==> src/xltf_map.svh <==
// register map, field positions and timing for the x-y trigger filter
// assumes one 125 mhz clock and an axi4-lite register slave
// Functional notes
// RULE_01: Each filter is off or qualifies over 3, 4, 6, 10, 18, 34, 66 or 130 samples.
// RULE_02: With a filter on, a condition that reverses inside the window fires nothing.
// RULE_03: Trigger conditions are sampled once per 125 us tick, whatever the drawing mode.
// RULE_04: Each pattern position is 1, 0 or don't care, and only cared positions must agree.
// RULE_05: Pattern triggering exists only on channels 2 and 3.
// RULE_06: In and mode every specified pattern group must match at once.
// RULE_07: In or mode one matching specified pattern group is enough.
// RULE_08: The polarity bit fires on the combined match when true, on its absence when false.
// RULE_09: The logic path uses the same filter choices and behaviour as the analog path.
// RULE_10: A channel whose source is off cannot become the level readout source.
// RULE_11: Any one enabled source fires the overall trigger.
// RULE_12: With every source off, the start command itself fires the trigger.
// RULE_13: The hold counter restarts on a change and fires on the tick it reaches the count.
`ifndef XLTF_MAP_SVH
`define XLTF_MAP_SVH
`define XLTF_AW 8
`define XLTF_OFS_CTRL 8'h00
`define XLTF_OFS_READOUT 8'h04
`define XLTF_OFS_FILT 8'h08
`define XLTF_OFS_PAT2 8'h0c
`define XLTF_OFS_PAT3 8'h10
`define XLTF_OFS_STATUS 8'h14
`define XLTF_OFS_MASK 8'h18
`define XLTF_OFS_STATE 8'h1c
`define XLTF_CTRL_SRC 0
`define XLTF_CTRL_EXT 3
`define XLTF_CTRL_MAN 4
`define XLTF_CTRL_LOG 5
`define XLTF_FILT_W 4
`define XLTF_PAT_CARE 0
`define XLTF_PAT_VAL 8
`define XLTF_PAT_OR 16
`define XLTF_PAT_FALSE 17
`define XLTF_ST_TRIG 0
`define XLTF_ST_START 1
`define XLTF_RESP_OK 2'b00
`define XLTF_RESP_ERR 2'b10
`define XLTF_TICK_US 125
`define XLTF_CLK_MHZ 125
`define XLTF_LEN_1 8'h03
`define XLTF_LEN_2 8'h04
`define XLTF_LEN_3 8'h06
`define XLTF_LEN_4 8'h0a
`define XLTF_LEN_5 8'h12
`define XLTF_LEN_6 8'h22
`define XLTF_LEN_7 8'h42
`define XLTF_LEN_8 8'h82
`endif

==> src/xltf_pkg.sv <==
// types of the x-y trigger filter
// assumes xltf_map.svh is on the include path
package xltf_pkg;
`include "xltf_map.svh"
  typedef struct packed {
    logic awready;
    logic wready;
    logic bvalid;
    logic [1:0] bresp;
    logic arready;
    logic rvalid;
    logic [1:0] rresp;
    logic [31:0] rdata;
    logic aw_got;
    logic w_got;
    logic [`XLTF_AW-1:0] waddr;
    logic [31:0] wdata;
    logic [3:0] wstrb;
    logic [2:0] src_en;
    logic ext_en;
    logic man_en;
    logic [1:0] log_unit;
    logic [1:0] readout;
    logic [2:0][`XLTF_FILT_W-1:0] filt;
    logic [1:0][17:0] pat;
    logic [1:0] status;
    logic [1:0] mask;
    logic irq;
    logic trig;
    logic [31:0] tick_cnt;
    logic [2:0] prev;
    logic [2:0][7:0] hold;
  } xltf_state_t;
endpackage

==> src/xltf_top.sv <==
// x-y trigger qualification: pattern match, hold filter, source combine
// assumes synchronous probe levels and single-cycle ext/manual/start pulses
`timescale 1ns/10ps
module xltf_top
  import xltf_pkg::*;
#(
  parameter int TICK_CYCLES = `XLTF_TICK_US * `XLTF_CLK_MHZ
) (
  // clock and reset
  input wire logic aclk,
  input wire logic aresetn,
  // axi4-lite write
  input wire logic [`XLTF_AW-1:0] s_axi_awaddr,
  input wire logic s_axi_awvalid,
  output logic s_axi_awready,
  input wire logic [31:0] s_axi_wdata,
  input wire logic [3:0] s_axi_wstrb,
  input wire logic s_axi_wvalid,
  output logic s_axi_wready,
  output logic [1:0] s_axi_bresp,
  output logic s_axi_bvalid,
  input wire logic s_axi_bready,
  // axi4-lite read
  input wire logic [`XLTF_AW-1:0] s_axi_araddr,
  input wire logic s_axi_arvalid,
  output logic s_axi_arready,
  output logic [31:0] s_axi_rdata,
  output logic [1:0] s_axi_rresp,
  output logic s_axi_rvalid,
  input wire logic s_axi_rready,
  // trigger inputs
  input wire logic [2:0] ana_cond,
  input wire logic [7:0] logic_in_ch2,
  input wire logic [7:0] logic_in_ch3,
  input wire logic ext_trig,
  input wire logic man_press,
  input wire logic start_cmd,
  // outputs
  output logic trig_out,
  output logic irq
);

  xltf_state_t state_reg;
  xltf_state_t state_next;
  logic [1:0][7:0] lin;
  logic [1:0] lcond;
  logic [1:0] raw;
  logic [2:0] cond;
  logic [2:0] fire_ch;
  logic tick;
  logic start_fire;
  logic fire;

  function automatic logic [31:0] merge(input logic [31:0] o, input logic [31:0] d,
                                        input logic [3:0] st);
    logic [31:0] r;
    r = o;
    for (int b = 0; b < 4; b++) begin
      if (st[b]) begin
        r[b*8 +: 8] = d[b*8 +: 8];
      end
    end
    return r;
  endfunction

  // [RULE_01] off (0 or unused codes) or one of eight lengths
  function automatic logic [7:0] filt_len(input logic [`XLTF_FILT_W-1:0] sel);
    case (sel)
      4'h1: return `XLTF_LEN_1;
      4'h2: return `XLTF_LEN_2;
      4'h3: return `XLTF_LEN_3;
      4'h4: return `XLTF_LEN_4;
      4'h5: return `XLTF_LEN_5;
      4'h6: return `XLTF_LEN_6;
      4'h7: return `XLTF_LEN_7;
      4'h8: return `XLTF_LEN_8;
      default: return 8'h00;
    endcase
  endfunction

  assign lin[0] = logic_in_ch2;
  assign lin[1] = logic_in_ch3;

  // pattern units exist only for channels 2 and 3 [RULE_05]
  for (genvar l = 0; l < 2; l++) begin : g_pat
    logic [7:0] care;
    logic [7:0] val;
    logic [7:0] miss;
    logic spec_a;
    logic spec_b;
    logic hit_a;
    logic hit_b;
    assign care = state_reg.pat[l][`XLTF_PAT_CARE +: 8];
    assign val = state_reg.pat[l][`XLTF_PAT_VAL +: 8];
    assign miss = (lin[l] ^ val) & care; // [RULE_04]
    assign spec_a = |care[3:0];
    assign spec_b = |care[7:4];
    assign hit_a = ~|miss[3:0];
    assign hit_b = ~|miss[7:4];
    // a group with no cared position is not specified and takes no part
    assign raw[l] = state_reg.pat[l][`XLTF_PAT_OR] ?
      ((spec_a & hit_a) | (spec_b & hit_b)) : // [RULE_07]
      ((spec_a | spec_b) & (~spec_a | hit_a) & (~spec_b | hit_b)); // [RULE_06]
    assign lcond[l] = raw[l] ^ state_reg.pat[l][`XLTF_PAT_FALSE]; // [RULE_08]
  end

  // channel 1 is always analog; 2 and 3 follow the fitted unit
  assign cond[0] = ana_cond[0];
  assign cond[1] = state_reg.log_unit[0] ? lcond[0] : ana_cond[1];
  assign cond[2] = state_reg.log_unit[1] ? lcond[1] : ana_cond[2];

  assign tick = (state_reg.tick_cnt == 32'(TICK_CYCLES - 1)); // [RULE_03]
  assign start_fire = ~(|state_reg.src_en | state_reg.ext_en | state_reg.man_en) & start_cmd; // [RULE_12]
  assign fire = |(fire_ch & state_reg.src_en) | (state_reg.ext_en & ext_trig)
              | (state_reg.man_en & man_press) | start_fire; // [RULE_11]

  always_comb begin
    logic [31:0] m;
    logic [31:0] rd;
    logic [1:0] rclr;
    logic [7:0] len;
    m = 32'h0;
    rd = 32'h0;
    rclr = 2'b00;
    len = 8'h00;
    state_next = state_reg;
    fire_ch = 3'b000;

    state_next.tick_cnt = tick ? 32'h0 : state_reg.tick_cnt + 32'h1;

    // same filter for analog and logic sources [RULE_09]
    for (int c = 0; c < 3; c++) begin
      len = filt_len(state_reg.filt[c]);
      if (tick) begin
        state_next.prev[c] = cond[c];
        if (cond[c] != state_reg.prev[c]) begin
          state_next.hold[c] = 8'h01; // [RULE_13]
        end else if (state_reg.hold[c] != 8'hff) begin
          state_next.hold[c] = state_reg.hold[c] + 8'h01;
        end
        if (len == 8'h00) begin
          fire_ch[c] = cond[c] & ~state_reg.prev[c];
        end else begin
          // a reversal restarts the count, so short pulses never fire [RULE_02]
          fire_ch[c] = cond[c] & (state_next.hold[c] == len); // [RULE_13]
        end
      end
    end
    state_next.trig = fire;

    // write: address and data in either order, response after both
    if (s_axi_awvalid && state_reg.awready) begin
      state_next.aw_got = 1'b1;
      state_next.waddr = s_axi_awaddr;
    end
    if (s_axi_wvalid && state_reg.wready) begin
      state_next.w_got = 1'b1;
      state_next.wdata = s_axi_wdata;
      state_next.wstrb = s_axi_wstrb;
    end
    if (state_reg.bvalid && s_axi_bready) begin
      state_next.bvalid = 1'b0;
    end
    if (state_reg.aw_got && state_reg.w_got && !state_reg.bvalid) begin
      state_next.aw_got = 1'b0;
      state_next.w_got = 1'b0;
      state_next.bvalid = 1'b1;
      state_next.bresp = `XLTF_RESP_OK;
      case (state_reg.waddr)
        `XLTF_OFS_CTRL: begin
          m = merge({25'h0, state_reg.log_unit, state_reg.man_en, state_reg.ext_en,
                     state_reg.src_en}, state_reg.wdata, state_reg.wstrb);
          state_next.src_en = m[`XLTF_CTRL_SRC +: 3];
          state_next.ext_en = m[`XLTF_CTRL_EXT];
          state_next.man_en = m[`XLTF_CTRL_MAN];
          state_next.log_unit = m[`XLTF_CTRL_LOG +: 2];
        end
        `XLTF_OFS_READOUT: begin
          m = merge({30'h0, state_reg.readout}, state_reg.wdata, state_reg.wstrb);
          // an off or absent channel is refused, old choice kept [RULE_10]
          if (m[1:0] != 2'h3 && state_reg.src_en[m[1:0]]) begin
            state_next.readout = m[1:0];
          end
        end
        `XLTF_OFS_FILT: begin
          m = merge({20'h0, state_reg.filt}, state_reg.wdata, state_reg.wstrb);
          state_next.filt = m[11:0];
        end
        `XLTF_OFS_PAT2: begin
          m = merge({14'h0, state_reg.pat[0]}, state_reg.wdata, state_reg.wstrb);
          state_next.pat[0] = m[17:0];
        end
        `XLTF_OFS_PAT3: begin
          m = merge({14'h0, state_reg.pat[1]}, state_reg.wdata, state_reg.wstrb);
          state_next.pat[1] = m[17:0];
        end
        `XLTF_OFS_MASK: begin
          m = merge({30'h0, state_reg.mask}, state_reg.wdata, state_reg.wstrb);
          state_next.mask = m[1:0];
        end
        `XLTF_OFS_STATUS, `XLTF_OFS_STATE: begin
        end
        default: state_next.bresp = `XLTF_RESP_ERR;
      endcase
    end
    state_next.awready = ~state_next.aw_got;
    state_next.wready = ~state_next.w_got;

    // read: one per handshake, status cleared by its read
    if (state_reg.rvalid && s_axi_rready) begin
      state_next.rvalid = 1'b0;
      state_next.arready = 1'b1;
    end
    if (s_axi_arvalid && state_reg.arready) begin
      state_next.arready = 1'b0;
      state_next.rvalid = 1'b1;
      state_next.rresp = `XLTF_RESP_OK;
      case (s_axi_araddr)
        `XLTF_OFS_CTRL: rd = {25'h0, state_reg.log_unit, state_reg.man_en, state_reg.ext_en,
                              state_reg.src_en};
        `XLTF_OFS_READOUT: rd = {30'h0, state_reg.readout};
        `XLTF_OFS_FILT: rd = {20'h0, state_reg.filt};
        `XLTF_OFS_PAT2: rd = {14'h0, state_reg.pat[0]};
        `XLTF_OFS_PAT3: rd = {14'h0, state_reg.pat[1]};
        `XLTF_OFS_STATUS: begin
          rd = {30'h0, state_reg.status};
          rclr = state_reg.status;
        end
        `XLTF_OFS_MASK: rd = {30'h0, state_reg.mask};
        `XLTF_OFS_STATE: rd = {26'h0, state_reg.prev, cond};
        default: state_next.rresp = `XLTF_RESP_ERR;
      endcase
      state_next.rdata = rd;
    end

    // clear only bits seen by the read; a new event still wins
    state_next.status = state_reg.status & ~rclr;
    state_next.status[`XLTF_ST_TRIG] = state_next.status[`XLTF_ST_TRIG] | fire;
    state_next.status[`XLTF_ST_START] = state_next.status[`XLTF_ST_START] | start_fire;
    state_next.irq = |(state_next.status & state_next.mask);
  end

  always_ff @(posedge aclk) begin
    if (!aresetn) begin
      state_reg <= '0;
      state_reg.awready <= 1'b1;
      state_reg.wready <= 1'b1;
      state_reg.arready <= 1'b1;
    end else begin
      state_reg <= state_next;
    end
  end

  assign s_axi_awready = state_reg.awready;
  assign s_axi_wready = state_reg.wready;
  assign s_axi_bvalid = state_reg.bvalid;
  assign s_axi_bresp = state_reg.bresp;
  assign s_axi_arready = state_reg.arready;
  assign s_axi_rvalid = state_reg.rvalid;
  assign s_axi_rdata = state_reg.rdata;
  assign s_axi_rresp = state_reg.rresp;
  assign trig_out = state_reg.trig;
  assign irq = state_reg.irq;
endmodule

==> config.mk <==
export PLATFORM = sky130hd
export DESIGN_NAME = xltf_top
export DESIGN_NICKNAME = d
export VERILOG_FILES = /design/src/xltf_pkg.sv /design/src/xltf_top.sv
export VERILOG_INCLUDE_DIRS = /design/src
export SDC_FILE = /design/constraint.sdc
export NUM_CORES = 1
export LEC_CHECK = 0
export ABC_CLOCK_PERIOD_IN_PS = 3500
export BUFFER_PORTS_ARGS = -buffer_cell sky130_fd_sc_hd__clkbuf_2
export CELL_PAD_IN_SITES_DETAIL_PLACEMENT = 1
export CELL_PAD_IN_SITES_GLOBAL_PLACEMENT = 1
export CORE_MARGIN = 4
export CORE_UTILIZATION = 36
export CTS_CLUSTER_SIZE = 12
export DETAILED_ROUTE_END_ITERATION = 12
export GPL_TIMING_DRIVEN = 0
export PLACE_DENSITY_LB_ADDON = 0.1
export REMOVE_ABC_BUFFERS = 1
export SLEW_MARGIN = 20
export SYNTH_ARGS = -nofsm -noshare
export SYNTH_HDL_FRONTEND = slang
export SYNTH_SLANG_ARGS = --single-unit
==> constraint.sdc <==
create_clock -name aclk -period 3.5 [get_ports aclk]
set_input_delay 0.35 -clock aclk [delete_from_list [all_inputs] [get_ports aclk]]
set_output_delay 0.35 -clock aclk [all_outputs]
set_load 0.02 [all_outputs]
# After elaboration in Yosys (flattened, before gate mapping)
# Memory sizes are Yosys's and may differ from the RTL's. A register that Yosys moved wholly into a read port is not among the register bits.
# Index checks and enable logic that the tools add are counted.
# totals
ff_bits	194
latchBits	0
ram_bits	0
romBits	384
word_cells	211
memories	3
# classes
add_sub_neg	4
multipliers	0
div	0
order_cmp	1
eq_ne	25
shift	0
mux	45
bitwise_logic	53
reduce_logical	44
# mem_list
memory	depth	word_bits	read_ports	rd_clocked_by_memory_dff	wr	line	rtl
(no name shown)	16	8	1	1	0	xltf_top.sv:68	case (sel)
(no name shown)	16	8	1	1	0	xltf_top.sv:68	
(no name shown)	16	8	1	1	0	xltf_top.sv:68	
# op_table
op	n
$pmux 18 s8	1
$mux 8	9
$eq 8x5->1 const B	8
$logic_not 8->1	5
$mux 36	1
$add 32x1->32 const B	1
$eq 32x14->1 const B	1
$eq 8x4->1 const B	4
$reduce_or 4->1	8
$reduce_and 3->1	10
$add 8x1->8 const B	3
$eq 8x8->1	3
$mux 2	12
$mux 4	6
$ne 8x8->1 const B	3
$and 1x1->1	17
$and 8x8->8	2
$eq 8x3->1 const B	2
$reduce_or 8->1	2
$xor 8x8->8	2
$or 1x1->1	15
$mux 1	14
$not 1->1	11
$logic_and 1x1->1	8
13 further kinds	24

# Depth between registers and ports, before layout
# depth
word_depth	25
ltp_mapped	13
depth_no_buf	12

# Worst setup path after synthesis
# No wires, ideal clock.
# synth_path
kind	reg-to-reg
from	reg state_reg[8] (netlist bit)
to	reg state_reg[63] (netlist bit)
setup_time_ns	0.062
t_arrival_ns	2.771
required_time_ns	3.438
slack_ns	0.667
path_stages_with_launch	13
period_less_slack_ns	2.833
cell_sequence	dfxtp_1 -> ha_1 -> clkbuf_1 -> nand2_1 -> or4_1 -> buf_2 -> mux2i_1 -> a221oi_1 -> nand3_1 -> a2111oi_2 -> o2111ai_1 -> and3_4 -> nor2b_2
# synth_between
elab_chain_cells	14
word_cells_on_any_way	15
classes_between	1 x add/sub; 2 x eq/ne; 5 x mux; 6 x bitwise; 1 x reduce/logical
# synth_lines
element	line	rtl
from (decl)	xltf_top.sv:43	xltf_state_t state_reg;
from (signal assigned)	xltf_top.sv:250	state_reg <= state_next;
$add 8x1->8 or $ne 8x8->1 (tied branches)	xltf_top.sv:139, xltf_top.sv:138	
$mux 8 (*)	xltf_top.sv:138	end else if (state_reg.hold[c] != 8'hff) begin
$mux 8 (*)	xltf_top.sv:136	if (cond[c] != state_reg.prev[c]) begin
$mux 8 (*)	xltf_top.sv:134	if (tick) begin
$eq 8x8->1 (*)	xltf_top.sv:145	fire_ch[c] = cond[c] & (state_next.hold[c] == len);
$and 1x1->1 (*)	xltf_top.sv:145	
$mux 1 (*)	xltf_top.sv:141	if (len == 8'h00) begin
$mux 1 (*)	xltf_top.sv:134	
$and 3x3->3 (*)	xltf_top.sv:114	assign fire = |(fire_ch & state_reg.src_en) | (state_reg.ext_en & ext_trig)
$reduce_or 3->1 (*)	xltf_top.sv:114	
$or 1x1->1 (*)	xltf_top.sv:114	
$or 1x1->1 (*) (2 in a row)	xltf_top.sv:115	| (state_reg.man_en & man_press) | start_fire;
$or 1x1->1 (*)	xltf_top.sv:238	state_next.status[`XLTF_ST_TRIG] = state_next.status[`XLTF_ST_TRIG] | fire;
# Mark *: on every way between the ends. The rest lies on a longest branch, timed or not. The select of a mux whose other input is x is not followed.
# A chain may end at the register's enable or synchronous reset.

# Worst setup path in the final report
# Ends and elaborated chain as after synthesis.

==> results by stage <==
Power and ir drop:
- The net switching component of the power is approximately 1200 µW.
- The largest voltage drop on the vdd net is roughly 0.4 mV.
- The post-layout total power is between 5000 and 6000 µW.
- The analysis attributes to cell leakage a power of about 0.0045 µW.
- Of the total power, the share spent switching nets is 0.233.
- The internal power of the cells totals between 3000 and 4000 µW.
- Power spread over the standard cell area amounts to 446 nW/µm².
- The clock group share of total power is 0.493.
- Of the total power, combinational logic draws 0.049.
- Of the total power, registers draw 0.458.

GRT:
- The largest net degree at the start of global routing is 98.
- The initial antenna violation count is 0.
- The global-route congestion overflow total is 0.
- The global-route wire length before repair is 48100 µm.
- The number of global-route vias before repair came to roughly 8.9k.
- The global routing usage summed across all routing layers is 0.188.

Critical path:
- In this run the critical register-to-register path is launched from state_reg[8].
- The end of the worst register-to-register path is state_reg[63].
- The worst setup path is of the reg -> reg kind.
- The signal on the critical path passes through ha_2, nand2_1, or4_1, mux2i_1, a221oi_1, nand3_1, a2111oi_2, o2111ai_1, and3_4, nor2b_2.
- Data arrives at the worst endpoint at between 3 and 4 ns.
- The setup slack of the most critical reg-to-reg path is 0.29 ns.
- The worst path required time is a little under 4 ns.
- Along the worst path, the maximum fanout reaches 10.
- The delay of the slowest cell on the worst path is roughly 0.64 ns.
- The depth of the most critical reg-to-reg path is 10.
- The highest-delay cell along the critical path is sky130_fd_sc_hd__or4_1.
- STA classifies the critical path endpoint as a flop.
- STA classifies the critical path startpoint as a flop.

Logic synthesis:
- The count of warnings emitted by yosys is 0.
- After synthesis, the largest family of logic cells by area is simple AND/OR/NAND/NOR gates.
- The average instance area after synthesis is about 8.4 µm².
- sky130_fd_sc_hd__dfxtp_1 takes more of the synthesized area than any other cell.
- The adder-cell share of the synthesized area is 0.00612.
- The area of the mapped netlist is between 10000 and 15000 µm².
- Of the total synthesized cell area, the portion taken by XOR and XNOR cells is 0.0540.
- The number of register bits inferred by synthesis is slightly above 200.
- The cell count after synthesis came out at 1221.
- The most used flip-flop cell after synthesis is sky130_fd_sc_hd__dfxtp_1.
- The area fraction in compound gates after synthesis came to 0.156.
- The share of the Yosys chip area taken by registers is 0.396.
- Counting flops with an async set or reset pin after synthesis yields a share of 0.
- The share of cell area taken by muxes after synthesis is 0.0641.
- The top cell type's share of synthesized area is 0.396.
- Ranked by total cell area, the synthesized netlist is headed by sky130_fd_sc_hd__dfxtp_1 (40%), sky130_fd_sc_hd__mux2i_1 (6.1%), sky130_fd_sc_hd__nand2_1 (5.3%).
- Of the total synthesized cell area, the portion taken by AND, OR, NAND and NOR gates is 0.262.
- Counting flops with a built-in enable in the synthesized netlist gives 0.
- In this run, distinct cell masters in the synthesized netlist total 77.

Final layout:
- Relative to the synthesized area, the layout overhead comes to 14.1%.
- The final design area excluding fillers is ~12000 µm².
- The leading cell type in the layout, fill and taps excluded is sky130_fd_sc_hd__dfxtp_1.
- The top cell types in the final layout, fill and taps aside, are sky130_fd_sc_hd__dfxtp_1 (202), sky130_fd_sc_hd__nand2_1 (144), sky130_fd_sc_hd__clkbuf_2 (91).
- The number of nets in the finished design is ~1.4k.
- The fraction of layout instances using a drive strength above 1 is 0.131.
- 0 antenna diodes ended up in the layout.
- Measured on the finished design, the core utilization comes to 0.418.

Timing:
- The maximum clock frequency is about 310 MHz.
- The slew at the pin closest to its max-slew limit is approximately 1 ns.
- The count of endpoints failing hold in the final timing report is 0.
- The number of max-slew violations in the final report is 0.
- The clock arrives with about 0.016 ns of skew.
- Setup violations remaining at the end of the flow were counted as 0.
- The slack of the critical path is 0.294 ns.
- The clock period could shrink to 3.21 ns.
- Setup repair after global routing left no endpoint under its margin.
- In this run the tightest slew margin relative to its limit is 0.340.
- In the finished design, the share of the clock period the worst path needs comes to 0.916.

Clocking:
- The number of hold buffers added after CTS is 0.
- The maximum buffer depth of the clock tree is 3.
- In this run the number of H-tree levels came out at 1.
- TritonCTS built the clock tree.
- Buffers inserted during clock tree synthesis total 25.
- The post-CTS clock slew at the launch and capture registers of the worst setup and hold paths is approximately 0.06 ns.
- The buffer cell driving the clock tree root is sky130_fd_sc_hd__clkbuf_16.
- The tree built by TritonCTS fans out to just over 200 sinks.
- The clock insertion delay at the later pin of the skew report is roughly 0.53 ns.

Floorplan:
- The standard-cell row count is just over 60.
- The core region is about 28000 µm².
- The initial utilization of the core area, before any placement, comes to 0.367.
- The die is approximately 180 µm tall.
- The die covers between 30000 and 40000 µm².
- The I/O pin count is roughly 120.
- The x dimension of the die is ~180 µm.

Worst hold path:
- The class of the most critical hold timing path is in -> reg.
- In this run the most critical hold path is launched from s_axi_wdata[15].
- The path with the worst hold slack has its endpoint at state_reg[141].
- The worst hold path cell count is 3.

Run status:
- The flow ran to the end, and the final reports show no timing, DRC or antenna violations.

Detailed routing:
- The aggregate routed wire length is just under 30000 µm.
- The routed length per instance is between 15 and 20 µm.
- After detailed routing, the number of remaining DRC violations is 0.
- The vias after detailed routing is around 8.7k.
- After detailed routing, the number of vias per cell comes to ~5.3.
- The detail route stage leaves a number of antenna-violating nets equal to 0.
- For this block, the initial DRC count from the detailed router was about 530.
- The first TritonRoute pass finished after 5 iterations.

Placement:
- After legalization and detailed placement, the total HPWL measured around 22000 µm.
- The final weighted congestion in routability-driven placement is around 0.8.
- The standard cell area after detailed placement is roughly 11000 µm².
- OpenSTA, run right after detailed placement, puts the worst setup slack at -0.0337 ns.
- In this run the tool buffered the top-level ports with a little over 90 buffer cells.

Run:
- The number of max-cap violations is 0.
## power groups by stage
stage	Clock, µW	Sequential (µW)	Combinational [µW]
CTS	2640	2380	258
floorplan	0	2420	127
detailed placement	0	2430	257
global placement	0	2430	255
finish	2560	2380	254
global route	2730	2380	285
## cell type report
cell class | instances | area, µm²
Timing Repair Buffer | 99 | 564
Inverter | 35 | 131
Clock buffer | 38 | 754
Clock inverter | 4 | 60.1
Sequential cell | 202 | 4040
Tap cell | 378 | 473
Multi-Input combinational cell | 904 | 5630
Fill cell | 3328 | 16200
## kinds of logic (layout without fill, tap and decap cells)
group                      Yosys count  after routing
DFF                                202            202
buffers and inverters              130            176
other                                1             16
xor gates and xnor gates            63             63
adders and majority gates            5              5
AOI/OAI and AO/OA                  238            238
muxes                               65             65
and+or+nand+nor                    517            517
## per-layer routing
metal | part of all wire | up-vias | GRT usage
li1 | - | 4354 | -
met1 | 0.48 | 4227 | 0.257
met2 | 0.47 | 120 | 0.319
met3 | 0.028 | 29 | 0.0253
met4 | 0.016 | 0 | 0.0371
met5 | 0 | - | 0
## timing repair
item	CTS	global route
pin swaps	1	1
setup buffers	0	1
gates resized for setup	0	2
endpoints found under the setup margin	3	3
gates cloned	0	0
## how the worst max path moves through the flow
stage	from	to	slack, ns
after floorplan	state_reg[27]	state_reg[63]	0.14
after global placement	state_reg[27]	state_reg[17]	-1.60
after detailed placement	state_reg[27]	trig_out	-0.03
after CTS	state_reg[27]	trig_out	0.005
after global routing	state_reg[8]	trig_out	0.02
final	state_reg[8]	state_reg[63]	0.29
## worst max-delay path, delay by kind of cell, from the launching register on
kind / cells / cell delay [ns]
simple gates: 5 / 1.24
mux: 1 / 0.24
fa+ha+maj: 1 / 0.33
flops: 1 / 0.42
compound gates: 3 / 0.94
## synth_stat cells, types with 4 or more instances
cell type	n
sky130_fd_sc_hd__and2_1	21
sky130_fd_sc_hd__nor4_1	18
sky130_fd_sc_hd__xor2_1	47
sky130_fd_sc_hd__a211oi_1	6
sky130_fd_sc_hd__buf_4	36
sky130_fd_sc_hd__a22o_1	4
sky130_fd_sc_hd__inv_1	34
sky130_fd_sc_hd__a21oi_1	44
sky130_fd_sc_hd__nor3_1	29
sky130_fd_sc_hd__ha_1	5
sky130_fd_sc_hd__or3_1	8
sky130_fd_sc_hd__and4_1	6
sky130_fd_sc_hd__a222oi_1	11
sky130_fd_sc_hd__buf_2	5
sky130_fd_sc_hd__nand2_1	145
sky130_fd_sc_hd__nor2_1	88
sky130_fd_sc_hd__nand3_1	43
sky130_fd_sc_hd__o21ai_0	60
sky130_fd_sc_hd__o311ai_0	4
sky130_fd_sc_hd__nand4_1	26
sky130_fd_sc_hd__dfxtp_1	202
sky130_fd_sc_hd__clkbuf_1	53
sky130_fd_sc_hd__a21boi_0	38
sky130_fd_sc_hd__or4_1	4
sky130_fd_sc_hd__xnor2_1	16
sky130_fd_sc_hd__mux2i_1	62
sky130_fd_sc_hd__nor2b_1	66
sky130_fd_sc_hd__a31oi_1	18
sky130_fd_sc_hd__and3_1	15
sky130_fd_sc_hd__a22oi_1	18
sky130_fd_sc_hd__nand2b_1	12
sky130_fd_sc_hd__nand3b_1	4
sky130_fd_sc_hd__nor3b_1	7
## stage by stage
stage | std cells | TNS, ns | hold WS [ns]
after detailed placement | 1617 | -0.0849 | 0.467
final | 1660 | 0 | 0.0445
after global placement | 1611 | -60.50 | 0.460
after global routing | 1660 | 0 | 0.0481
after floorplan | 1141 | 0 | 0.426
after CTS | 1659 | 0 | 0.0226
No activity file was read; power rests on OpenSTA's default activity.
